--- src/pkg/usc_pkg.sv ---
// Constants for the serial unit control and configuration block.
// Assumes a 20 MHz register clock; all other files except the pad peer model import this package.
package usc_pkg;
	localparam int unsigned CLK_PERIOD_NS = 50;
	// Latency of the core-domain synchronisation handshake
	localparam int unsigned SYNC_TIME_NS = 250;
	localparam int unsigned SYNC_CYCLES = (SYNC_TIME_NS + CLK_PERIOD_NS - 1) / CLK_PERIOD_NS;
	localparam logic [3:0] SYNC_CNT_INIT = SYNC_CYCLES[3:0];

	localparam logic [7:0] OFS_CONTROL_A = 8'h00;
	localparam logic [7:0] OFS_CONTROL_B = 8'h04;
	localparam logic [7:0] OFS_DEBUG_CTRL = 8'h08;
	localparam logic [7:0] OFS_STATUS = 8'h10;
	localparam logic [7:0] OFS_SYNC = 8'h1c;

	// control_a fields
	localparam int unsigned CA_SOFT_RESET = 0;
	localparam int unsigned CA_ENABLE = 1;
	localparam int unsigned CA_MODE_LSB = 2;
	localparam int unsigned CA_RUN_STANDBY = 7;
	localparam int unsigned CA_IMM_OVF = 8;
	localparam int unsigned CA_TX_PAD = 16;
	localparam int unsigned CA_RX_PAD_LSB = 20;
	localparam int unsigned CA_FRAME_FORMAT_LSB = 24;
	// control_b fields
	localparam int unsigned CB_TX_ON = 16;
	localparam int unsigned CB_RX_ON = 17;
	// debug_control, status and sync fields
	localparam int unsigned DBG_STOP = 0;
	localparam int unsigned ST_PARITY_ERR = 0;
	localparam int unsigned ST_FRAME_ERR = 1;
	localparam int unsigned ST_OVERFLOW = 2;
	localparam int unsigned SP_SOFT_RESET = 0;
	localparam int unsigned SP_ENABLE = 1;
	localparam int unsigned SP_CONTROL_B = 2;

	localparam logic [31:0] RST_WORD = 32'h0000_0000;
	localparam logic [3:0] FRAME_FORMAT_PLAIN = 4'h0;
	localparam logic [3:0] FRAME_FORMAT_PARITY = 4'h1;
	localparam logic [2:0] MODE_EXT_CLK = 3'h0;
	localparam logic [2:0] MODE_INT_CLK = 3'h1;
endpackage

--- src/hdl/usc_sync_delay.sv ---
// Synchronisation delay model of the core-clock handshake.
// A start pulse arms the counter; a one-cycle done pulse ends it.
`timescale 1ns/1ps
module usc_sync_delay
	import usc_pkg::*;
(
	input wire logic i_ref_clk,
	input wire logic i_rst,
	input wire logic i_start,
	output logic o_busy,
	output logic o_done
);
	logic [3:0] cnt_q;

	// Restart on a new request so the last write is the one reported
	always_ff @(posedge i_ref_clk or posedge i_rst) begin
		if (i_rst) begin
			cnt_q <= 4'h0;
			o_busy <= 1'b0;
			o_done <= 1'b0;
		end else begin
			o_done <= 1'b0;
			if (i_start) begin
				cnt_q <= SYNC_CNT_INIT;
				o_busy <= 1'b1;
			end else if (o_busy) begin
				if (cnt_q == 4'h1) begin
					o_busy <= 1'b0;
					o_done <= 1'b1;
				end
				cnt_q <= cnt_q - 4'h1;
			end
		end
	end
endmodule

--- src/hdl/usc_control.sv ---
// Control and configuration registers of the serial unit in USART mode.
// Assumes an APB peripheral port and a data path that reports its events.
`timescale 1ns/1ps
// Functional notes
// - frame_format 0 gives plain frame, 1 adds parity; other codes reserved.
// - rx_pad_select picks which of four lanes feeds serial receive data.
// - tx_pad_select 0 puts data on lane 0 and clock on 1; 1 uses 2 and 3.
// - overflow flag set in stream order, or at once when immediate notify set.
// - External clock, no standby run: disconnect after transfer, drop reception.
// - Internal clock, no standby run: stop core clock; wake on start or complete.
// - Standby run keeps clock; any wake internally, receive wakes externally.
// - Mode 0 is externally clocked, mode 1 internally clocked.
// - Enable reads back at once; its pending flag clears when done.
// - Soft reset one resets all but debug_control and disables; zero ignored.
// - A soft reset write discards every other bit of that write.
// - During soft reset writes give error, reads give reset values; sync and debug_control read live, control_a reads its soft reset bit set.
// - Soft reset bit and its pending flag clear together when done.
// - Receiver off flushes buffer and clears frame, parity and overflow flags.
// - Receiver on sets at once if disabled, else after pending sync ends.
// - Transmitter off waits until ongoing and pending transmissions finish.
// - Transmitter on sets at once if disabled, else after pending sync ends.
// - control_b writable only when disabled, except receiver and transmitter bits.
module usc_control
	import usc_pkg::*;
(
	input wire logic i_ref_clk,
	input wire logic i_rst,
	input wire logic i_psel,
	input wire logic i_penable,
	input wire logic i_pwrite,
	input wire logic [7:0] i_paddr,
	input wire logic [31:0] i_pwdata,
	input wire logic [3:0] i_pstrb,
	output logic [31:0] o_prdata,
	output logic o_pready,
	output logic o_pslverr,
	input wire logic [3:0] i_lane_in,
	output logic [3:0] o_lane_out,
	output logic [3:0] o_lane_oe_n,
	input wire logic i_tx_data,
	input wire logic i_xck_out,
	output logic o_rx_data,
	input wire logic i_tx_busy,
	input wire logic i_rx_busy,
	input wire logic i_ovf_now,
	input wire logic i_ovf_in_stream,
	input wire logic i_frame_err,
	input wire logic i_parity_err,
	input wire logic i_standby,
	input wire logic i_irq_rx_start,
	input wire logic i_irq_rx_done,
	input wire logic i_irq_tx_done,
	input wire logic i_irq_any,
	output logic o_unit_on,
	output logic o_rx_on,
	output logic o_tx_on,
	output logic o_rx_flush,
	output logic o_parity_en,
	output logic o_clk_internal,
	output logic o_core_clk_en,
	output logic o_ext_clk_conn,
	output logic o_rx_drop,
	output logic o_wake,
	output logic o_dbg_stop
);
	logic soft_reset_request_q, enable_q, run_stby_q, imm_ovf_q, tx_pad_q;
	logic [2:0] mode_q;
	logic [1:0] rx_pad_q;
	logic [3:0] frame_format_q;
	logic receiver_on_q, transmitter_on_q, rx_arm_q, tx_arm_q;
	logic sp_enable_q, sp_control_b_q;
	logic ovf_q, frame_error_flag_q, parity_error_flag_q;
	logic stopped_q;
	logic sync_busy, sync_done;
	logic setup, wr, err_d, mapped, srst_done, sync_start;
	logic wa, wb, soft_reset_request_wr, disabled, rx_off_wr, clr_all, w1c;
	logic [31:0] ctla_word, rd_d;

	assign setup = i_psel && !i_penable;
	assign wr = setup && i_pwrite;
	assign mapped = i_paddr == OFS_CONTROL_A || i_paddr == OFS_CONTROL_B ||
		i_paddr == OFS_DEBUG_CTRL || i_paddr == OFS_STATUS || i_paddr == OFS_SYNC;
	assign err_d = (wr && soft_reset_request_q) || (setup && !mapped);
	assign wa = wr && !soft_reset_request_q && i_paddr == OFS_CONTROL_A;
	assign wb = wr && !soft_reset_request_q && i_paddr == OFS_CONTROL_B;
	assign soft_reset_request_wr = wa && i_pstrb[0] && i_pwdata[CA_SOFT_RESET];
	assign disabled = !enable_q && !o_unit_on;
	assign rx_off_wr = wb && i_pstrb[2] && !i_pwdata[CB_RX_ON];
	assign srst_done = sync_done && soft_reset_request_q;
	assign clr_all = rx_off_wr || srst_done;
	assign w1c = wr && !soft_reset_request_q && i_paddr == OFS_STATUS && i_pstrb[0];
	assign sync_start = soft_reset_request_wr || (wa && i_pstrb[0]) ||
		(wb && i_pstrb[2] && o_unit_on && (i_pwdata[CB_RX_ON] || i_pwdata[CB_TX_ON]));

	usc_sync_delay u_sync (
		.i_ref_clk(i_ref_clk),
		.i_rst(i_rst),
		.i_start(sync_start),
		.o_busy(sync_busy),
		.o_done(sync_done)
	);

	// control_a: soft reset dominates, config only while disabled
	always_ff @(posedge i_ref_clk or posedge i_rst) begin
		if (i_rst) begin
			soft_reset_request_q <= 1'b0;
			enable_q <= 1'b0;
			sp_enable_q <= 1'b0;
			run_stby_q <= 1'b0;
			imm_ovf_q <= 1'b0;
			tx_pad_q <= 1'b0;
			mode_q <= 3'h0;
			rx_pad_q <= 2'h0;
			frame_format_q <= 4'h0;
			o_unit_on <= 1'b0;
		end else if (srst_done) begin
			soft_reset_request_q <= 1'b0;
			enable_q <= 1'b0;
			sp_enable_q <= 1'b0;
			run_stby_q <= 1'b0;
			imm_ovf_q <= 1'b0;
			tx_pad_q <= 1'b0;
			mode_q <= 3'h0;
			rx_pad_q <= 2'h0;
			frame_format_q <= 4'h0;
			o_unit_on <= 1'b0;
		end else if (soft_reset_request_wr) begin
			soft_reset_request_q <= 1'b1;
		end else begin
			if (sync_done && sp_enable_q) begin
				sp_enable_q <= 1'b0;
				o_unit_on <= enable_q;
			end
			if (wa && i_pstrb[0]) begin
				enable_q <= i_pwdata[CA_ENABLE];
				sp_enable_q <= 1'b1;
			end
			if (wa && disabled) begin
				if (i_pstrb[0]) begin
					run_stby_q <= i_pwdata[CA_RUN_STANDBY];
					mode_q <= i_pwdata[CA_MODE_LSB +: 3];
				end
				if (i_pstrb[1]) begin
					imm_ovf_q <= i_pwdata[CA_IMM_OVF];
				end
				if (i_pstrb[2]) begin
					tx_pad_q <= i_pwdata[CA_TX_PAD];
					rx_pad_q <= i_pwdata[CA_RX_PAD_LSB +: 2];
				end
				if (i_pstrb[3]) begin
					frame_format_q <= i_pwdata[CA_FRAME_FORMAT_LSB +: 4];
				end
			end
		end
	end

	// control_b receiver and transmitter enables
	always_ff @(posedge i_ref_clk or posedge i_rst) begin
		if (i_rst) begin
			receiver_on_q <= 1'b0;
			transmitter_on_q <= 1'b0;
			rx_arm_q <= 1'b0;
			tx_arm_q <= 1'b0;
			sp_control_b_q <= 1'b0;
		end else if (srst_done) begin
			receiver_on_q <= 1'b0;
			transmitter_on_q <= 1'b0;
			rx_arm_q <= 1'b0;
			tx_arm_q <= 1'b0;
			sp_control_b_q <= 1'b0;
		end else begin
			if (sync_done && sp_control_b_q) begin
				sp_control_b_q <= 1'b0;
				receiver_on_q <= receiver_on_q || rx_arm_q;
				transmitter_on_q <= transmitter_on_q || tx_arm_q;
				rx_arm_q <= 1'b0;
				tx_arm_q <= 1'b0;
			end
			if (wb && i_pstrb[2]) begin
				if (!i_pwdata[CB_RX_ON]) begin
					receiver_on_q <= 1'b0;
					rx_arm_q <= 1'b0;
				end else if (o_unit_on) begin
					rx_arm_q <= 1'b1;
					sp_control_b_q <= 1'b1;
				end else begin
					receiver_on_q <= 1'b1;
				end
				if (!i_pwdata[CB_TX_ON]) begin
					transmitter_on_q <= 1'b0;
					tx_arm_q <= 1'b0;
				end else if (o_unit_on) begin
					tx_arm_q <= 1'b1;
					sp_control_b_q <= 1'b1;
				end else begin
					transmitter_on_q <= 1'b1;
				end
			end
		end
	end

	// Running state of receiver and transmitter
	always_ff @(posedge i_ref_clk or posedge i_rst) begin
		if (i_rst) begin
			o_rx_on <= 1'b0;
			o_tx_on <= 1'b0;
			o_rx_flush <= 1'b0;
		end else begin
			o_rx_on <= o_unit_on && receiver_on_q;
			o_rx_flush <= rx_off_wr || srst_done;
			if (o_unit_on && transmitter_on_q) begin
				o_tx_on <= 1'b1;
			end else if (!i_tx_busy) begin
				o_tx_on <= 1'b0;
			end
		end
	end

	// Status flags; a set in the clearing cycle wins
	always_ff @(posedge i_ref_clk or posedge i_rst) begin
		if (i_rst) begin
			ovf_q <= 1'b0;
			frame_error_flag_q <= 1'b0;
			parity_error_flag_q <= 1'b0;
		end else begin
			if (imm_ovf_q ? i_ovf_now : i_ovf_in_stream) begin
				ovf_q <= 1'b1;
			end else if (clr_all || (w1c && i_pwdata[ST_OVERFLOW])) begin
				ovf_q <= 1'b0;
			end
			if (i_frame_err) begin
				frame_error_flag_q <= 1'b1;
			end else if (clr_all || (w1c && i_pwdata[ST_FRAME_ERR])) begin
				frame_error_flag_q <= 1'b0;
			end
			if (i_parity_err) begin
				parity_error_flag_q <= 1'b1;
			end else if (clr_all || (w1c && i_pwdata[ST_PARITY_ERR])) begin
				parity_error_flag_q <= 1'b0;
			end
		end
	end

	// Debug control survives soft reset
	always_ff @(posedge i_ref_clk or posedge i_rst) begin
		if (i_rst) begin
			o_dbg_stop <= 1'b0;
		end else if (wr && !soft_reset_request_q && i_paddr == OFS_DEBUG_CTRL && i_pstrb[0]) begin
			o_dbg_stop <= i_pwdata[DBG_STOP];
		end
	end

	// Register read mux
	always_comb begin
		ctla_word = RST_WORD;
		ctla_word[CA_SOFT_RESET] = soft_reset_request_q;
		ctla_word[CA_ENABLE] = enable_q;
		ctla_word[CA_MODE_LSB +: 3] = mode_q;
		ctla_word[CA_RUN_STANDBY] = run_stby_q;
		ctla_word[CA_IMM_OVF] = imm_ovf_q;
		ctla_word[CA_TX_PAD] = tx_pad_q;
		ctla_word[CA_RX_PAD_LSB +: 2] = rx_pad_q;
		ctla_word[CA_FRAME_FORMAT_LSB +: 4] = frame_format_q;
		rd_d = RST_WORD;
		unique case (i_paddr)
			OFS_CONTROL_A: rd_d = ctla_word;
			OFS_CONTROL_B: begin
				rd_d[CB_RX_ON] = receiver_on_q;
				rd_d[CB_TX_ON] = transmitter_on_q;
			end
			OFS_DEBUG_CTRL: rd_d[DBG_STOP] = o_dbg_stop;
			OFS_STATUS: begin
				rd_d[ST_OVERFLOW] = ovf_q;
				rd_d[ST_FRAME_ERR] = frame_error_flag_q;
				rd_d[ST_PARITY_ERR] = parity_error_flag_q;
			end
			OFS_SYNC: begin
				rd_d[SP_SOFT_RESET] = soft_reset_request_q;
				rd_d[SP_ENABLE] = sp_enable_q;
				rd_d[SP_CONTROL_B] = sp_control_b_q;
			end
			default: rd_d = RST_WORD;
		endcase
		if (soft_reset_request_q && i_paddr != OFS_SYNC && i_paddr != OFS_DEBUG_CTRL) begin
			rd_d = RST_WORD;
			rd_d[CA_SOFT_RESET] = i_paddr == OFS_CONTROL_A;
		end
	end

	// APB answer in the access phase, no wait states
	always_ff @(posedge i_ref_clk or posedge i_rst) begin
		if (i_rst) begin
			o_prdata <= 32'h0000_0000;
			o_pready <= 1'b0;
			o_pslverr <= 1'b0;
		end else begin
			o_pready <= setup;
			o_pslverr <= setup && err_d;
			o_prdata <= (setup && !i_pwrite) ? rd_d : 32'h0000_0000;
		end
	end

	// Pad routing, frame and clock decode
	always_ff @(posedge i_ref_clk or posedge i_rst) begin
		if (i_rst) begin
			o_lane_out <= 4'h0;
			o_lane_oe_n <= 4'hf;
			o_rx_data <= 1'b1;
			o_parity_en <= 1'b0;
			o_clk_internal <= 1'b0;
		end else begin
			o_rx_data <= i_lane_in[rx_pad_q];
			o_parity_en <= frame_format_q == FRAME_FORMAT_PARITY;
			o_clk_internal <= mode_q == MODE_INT_CLK;
			o_lane_out <= 4'h0;
			o_lane_oe_n <= 4'hf;
			o_lane_out[{tx_pad_q, 1'b0}] <= i_tx_data;
			o_lane_oe_n[{tx_pad_q, 1'b0}] <= !o_tx_on;
			o_lane_out[{tx_pad_q, 1'b1}] <= i_xck_out;
			o_lane_oe_n[{tx_pad_q, 1'b1}] <= !(o_tx_on && mode_q == MODE_INT_CLK);
		end
	end

	// Standby clock handling and wake requests
	always_ff @(posedge i_ref_clk or posedge i_rst) begin
		if (i_rst) begin
			stopped_q <= 1'b0;
			o_core_clk_en <= 1'b1;
			o_ext_clk_conn <= 1'b1;
			o_rx_drop <= 1'b0;
			o_wake <= 1'b0;
		end else begin
			if (!i_standby || run_stby_q) begin
				stopped_q <= 1'b0;
			end else if (!i_tx_busy && !i_rx_busy) begin
				stopped_q <= 1'b1;
			end
			o_core_clk_en <= !(stopped_q && mode_q == MODE_INT_CLK);
			o_ext_clk_conn <= !(stopped_q && mode_q == MODE_EXT_CLK);
			o_rx_drop <= stopped_q && mode_q == MODE_EXT_CLK;
			if (!i_standby) begin
				o_wake <= 1'b0;
			end else if (mode_q == MODE_INT_CLK) begin
				o_wake <= run_stby_q ? i_irq_any : (i_irq_rx_start || i_irq_tx_done);
			end else begin
				o_wake <= run_stby_q && (i_irq_rx_start || i_irq_rx_done);
			end
		end
	end
endmodule

--- config.mk ---
export PLATFORM = sky130hd
export DESIGN_NAME = usc_control
export DESIGN_NICKNAME = d
export VERILOG_FILES = /design/src/pkg/usc_pkg.sv /design/src/hdl/usc_sync_delay.sv /design/src/hdl/usc_control.sv
export SDC_FILE = /design/constraint.sdc
export NUM_CORES = 1
export LEC_CHECK = 0
export ABC_AREA = 1
export ABC_CLOCK_PERIOD_IN_PS = 3400
export BUFFER_PORTS_ARGS = -buffer_cell sky130_fd_sc_hd__buf_2
export CELL_PAD_IN_SITES_DETAIL_PLACEMENT = 0
export CELL_PAD_IN_SITES_GLOBAL_PLACEMENT = 1
export CORE_UTILIZATION = 38
export DETAILED_ROUTE_END_ITERATION = 16
export GPL_TIMING_DRIVEN = 0
export PLACE_DENSITY = 0.93
export SYNTH_ARGS = -nofsm -noshare
export SYNTH_HDL_FRONTEND = slang
export SYNTH_SLANG_ARGS = --single-unit
--- constraint.sdc ---
create_clock -name i_ref_clk -period 3.4 [get_ports i_ref_clk]
set_input_delay 0.17 -clock i_ref_clk [delete_from_list [all_inputs] [get_ports i_ref_clk]]
set_output_delay 0.17 -clock i_ref_clk [all_outputs]
set_load 0.005 [all_outputs]
==> flow_metrics.tcl <==
set metrics [dict create \
    clock-skew-final_ns 0.004294 \
    min_period_over_period 0.4436 \
    grt_use_met1 0.2084 \
    worstSetupEndpointType "register" \
    path_common_cell "nand2_1" \
    setup_crit_start_kind "register" \
    p_sw_frac 0.2436 \
    worst_skew_pair_later_pin_latency_ns 0.34 \
    drive_above_1_share 0.3225 \
    worst_slew_margin_rel 0.6146 \
    die-width_um 94.38 \
    floorplan.die.height_um 94.38 \
    max_cap_violations 0 \
    drt_first_iter_violations 118 \
    numPlacedInstances 581 \
    worstReg2RegEnd "frame_format_q[0]$_DFFE_PP0P_" \
    finalInstanceArea_um2 4138 \
    maximum_number_of_pins_on_one_net_before_global_route_repair 41 \
    placeableCoreArea_um2 8258 \
    synth-warning-count 0 \
    ff2ff_path_depth 6 \
    intPower_mw 1.430 \
    cts.sink_count 67 \
    antenna_found_initial 0 \
    synth-seq-cells 67 \
    powerDensity_nw_per_um2 456.9 \
    antenna_violating_nets_post_route 0 \
    tritoncts "built" \
    synth_cell_types 39 \
    initial_core_util 0.3927 \
    period_minus_slack_ns 1.508 \
    syn2layout_area_growth_pct 27.58 \
    critPathCapture "frame_format_q[0]$_DFFE_PP0P_" \
    global_route.usage.met2 0.2947 \
    grt_use_total 0.1705 \
    antenna-diode-count 0 \
    grt.overflow.total 0 \
    count_of_port_buffers_added_during_placement 85 \
    worst_ep_arrival_time_ns 1.75 \
    gr-usage-met3 0.04509 \
    cts_max_level 3 \
    synth_top_cell_by_area "dfrtp_1" \
    cts.clk_slew.worst_paths_ns 0.08 \
    postSynthCellCount 374 \
    path_max_fanout 10 \
    pre_cts_ws_ns 1.886 \
    floorplan.io_pins 120 \
    worstSetupPathType "reg -> reg" \
    leakage_nw 2.278 \
    grt.busiest_layer "met2" \
    post-cts-setup-buffer-count 0 \
    placementRows 33 \
    worst-slew-pin-transition_ns 0.5772 \
    hold-worst-slack_ns 0.01064 \
    critPathTopFamily "simple AND/OR/NAND/NOR gates" \
    mappedNetlistArea_um2 3243 \
    drv_slew 0 \
    share_of_synthesized_area_occupied_by_flip_flops_and_latches 0.5197 \
    layout_commonest_cell "buf_2" \
    setup_slack_ns 1.892 \
    routed_via_density 4.528 \
    ir_drop_uv 201.2 \
    setup_total_negative_slack_ns 0 \
    timing_hold_violations_final 0 \
    post-dp-hpwl_mm 5.498 \
    worstSetupStartpoint "o_unit_on$_DFFE_PP0P_" \
    grt_first_pass_wirelength_mm 11.65 \
    number_of_vias_in_the_routed_layout 2708 \
    synthesis.area_per_instance_um2 8.671 \
    grt_setup_unrepaired "false" \
    critical-path-max-stage-delay_ns 0.47 \
    drc 0 \
    routed_wl_mm 7.113 \
    switchingPower_uw 460.6 \
    routedWlPerCell_um 11.89 \
    stdcell_count 598 \
    fin_util 0.5011 \
    cp.required_ns 3.64 \
    share_clk_of_total_power 0.427 \
    cts_repair_resize_count 0 \
    first_global_vias 2537 \
    cts-root-buf "clkbuf_8" \
    cp.buffers_inverters 0 \
    synth_top_flop_cell "dfrtp_1" \
    timing.rr.start "o_unit_on$_DFFE_PP0P_" \
    clk_path_buf_depth 2 \
    crit_path_max_delay_cell_type "dfrtp_1" \
    synth_async_sr_flop_share 1.000 \
    final-setup-viol-count 0 \
    run_status "finished, final reports clean" \
    power.combinational.fraction 0.117 \
    hold_path_class "in -> reg" \
    commonest_non_fill_non_tap_cells_in_the_layout "buf_2 (85), nand2_1 (81), dfrtp_1 (60)" \
    finalPower_mw 1.891 \
    drt-pass1-iter-count 4 \
    clock.fmax_ghz 0.6630 \
    crit_cells 6 \
    synth.top_cells.by_area "dfrtp_1 (46%), nand2_1 (9.4%), dfstp_2 (5.7%), inv_1 (5.7%), nor2_1 (5.3%)" \
    synth_edf_count 0 \
    p_seq_frac 0.456 \
    cts_made_buffers 9 \
    reg2reg_slack_ns 1.89 \
    yosys.area.top_type_share 0.4630 \
    nets 556 \
    finalWeightedCongestion 0.8464 \
    die_area_um2 8908 \
    cp_cell_sequence "nor2_1, nand3_1, nand2_2, nand3_2, nand2_1, nand2_1" \
    placedInstanceArea_um2 3880 \
]
[power groups by stage]
stage               Clock (mW)  Combinational (mW)  Sequential (mW)
floorplan                    0               0.152            0.873
global placement             0               0.211            0.878
detailed placement           0               0.223            0.878
CTS                      0.823               0.225            0.863
global route             0.855               0.252            0.868
finish                   0.807               0.221            0.863
[worst min-delay path by stage]
| stage | start | slack, ns | to | cells after the start |
|---|---|---|---|---|
| 2_1_floorplan | i_penable | 0.24 | o_pready$_DFF_PP0_ | 1 |
| 3_3_place_gp | i_penable | 0.37 | o_pready$_DFF_PP0_ | 2 |
| 3_5_place_dp | i_rst | 0.26 | o_lane_out[2]$_DFF_PP0_ | 2 |
| 4_1_cts | i_penable | 0.003 | o_pready$_DFF_PP0_ | 2 |
| 5_1_grt | i_parity_err | 0.02 | parity_error_flag_q$_DFFE_PP0P_ | 2 |
| 6_report | i_penable | 0.01 | o_pready$_DFF_PP0_ | 2 |
[per-layer routing]
metal	wire length [um]	vias to the layer above	share of wire
li1	-	1379	-
met1	3130	1237	0.44
met2	3463	81	0.49
met3	438	11	0.062
met4	80	0	0.011
met5	0	-	0
[Yosys cell counts (all sizes together) (3+ instances only)]
cell type,count
dfstp,7
nor2,54
dfrtp,60
nand2,88
nor3,10
nand3,24
o21ai,15
or2,3
inv,49
a21oi,8
buf,21
nand4,15
[kinds of logic (layout without fill, tap and decap cells)]
group,count (synthesis),after routing,share of synthesized area
flops,67,67,0.5197
fa+ha+maj,2,2,0.007715
buf+inv,73,176,0.1146
other cells,1,17,0.001156
mux,2,2,0.006173
compound gates,30,30,0.05131
xor+xnor,3,3,0.008103
simple gates,196,196,0.2913
[what timing repair did]
action / 4_1_cts / 5_1_grt
endpoints found under the setup margin: 0 / 0
hold buffers: 1 / 0
endpoints found under the hold margin: 21 / 0
[final cells by class]
type	instances	area [um^2]
fill	803	4120
timing repair buffer	87	455.4
sequential	67	1685
buffer	23	183.9
inverter	50	187.7
clock buffer	9	123.9
multi-input combinational	250	1246
clock inverter	7	123.9
tap	105	131.4
[sequential cells by signal, summed over array words and instances, names as in the netlist, 2 cells and up]
register	cells
frame_format_q	4
mode_q	3
o_lane_oe_n	4
o_lane_out	4
o_prdata	15
rx_pad_q	2
u_sync.cnt_q	4
Power figures use the tool's default switching activity.
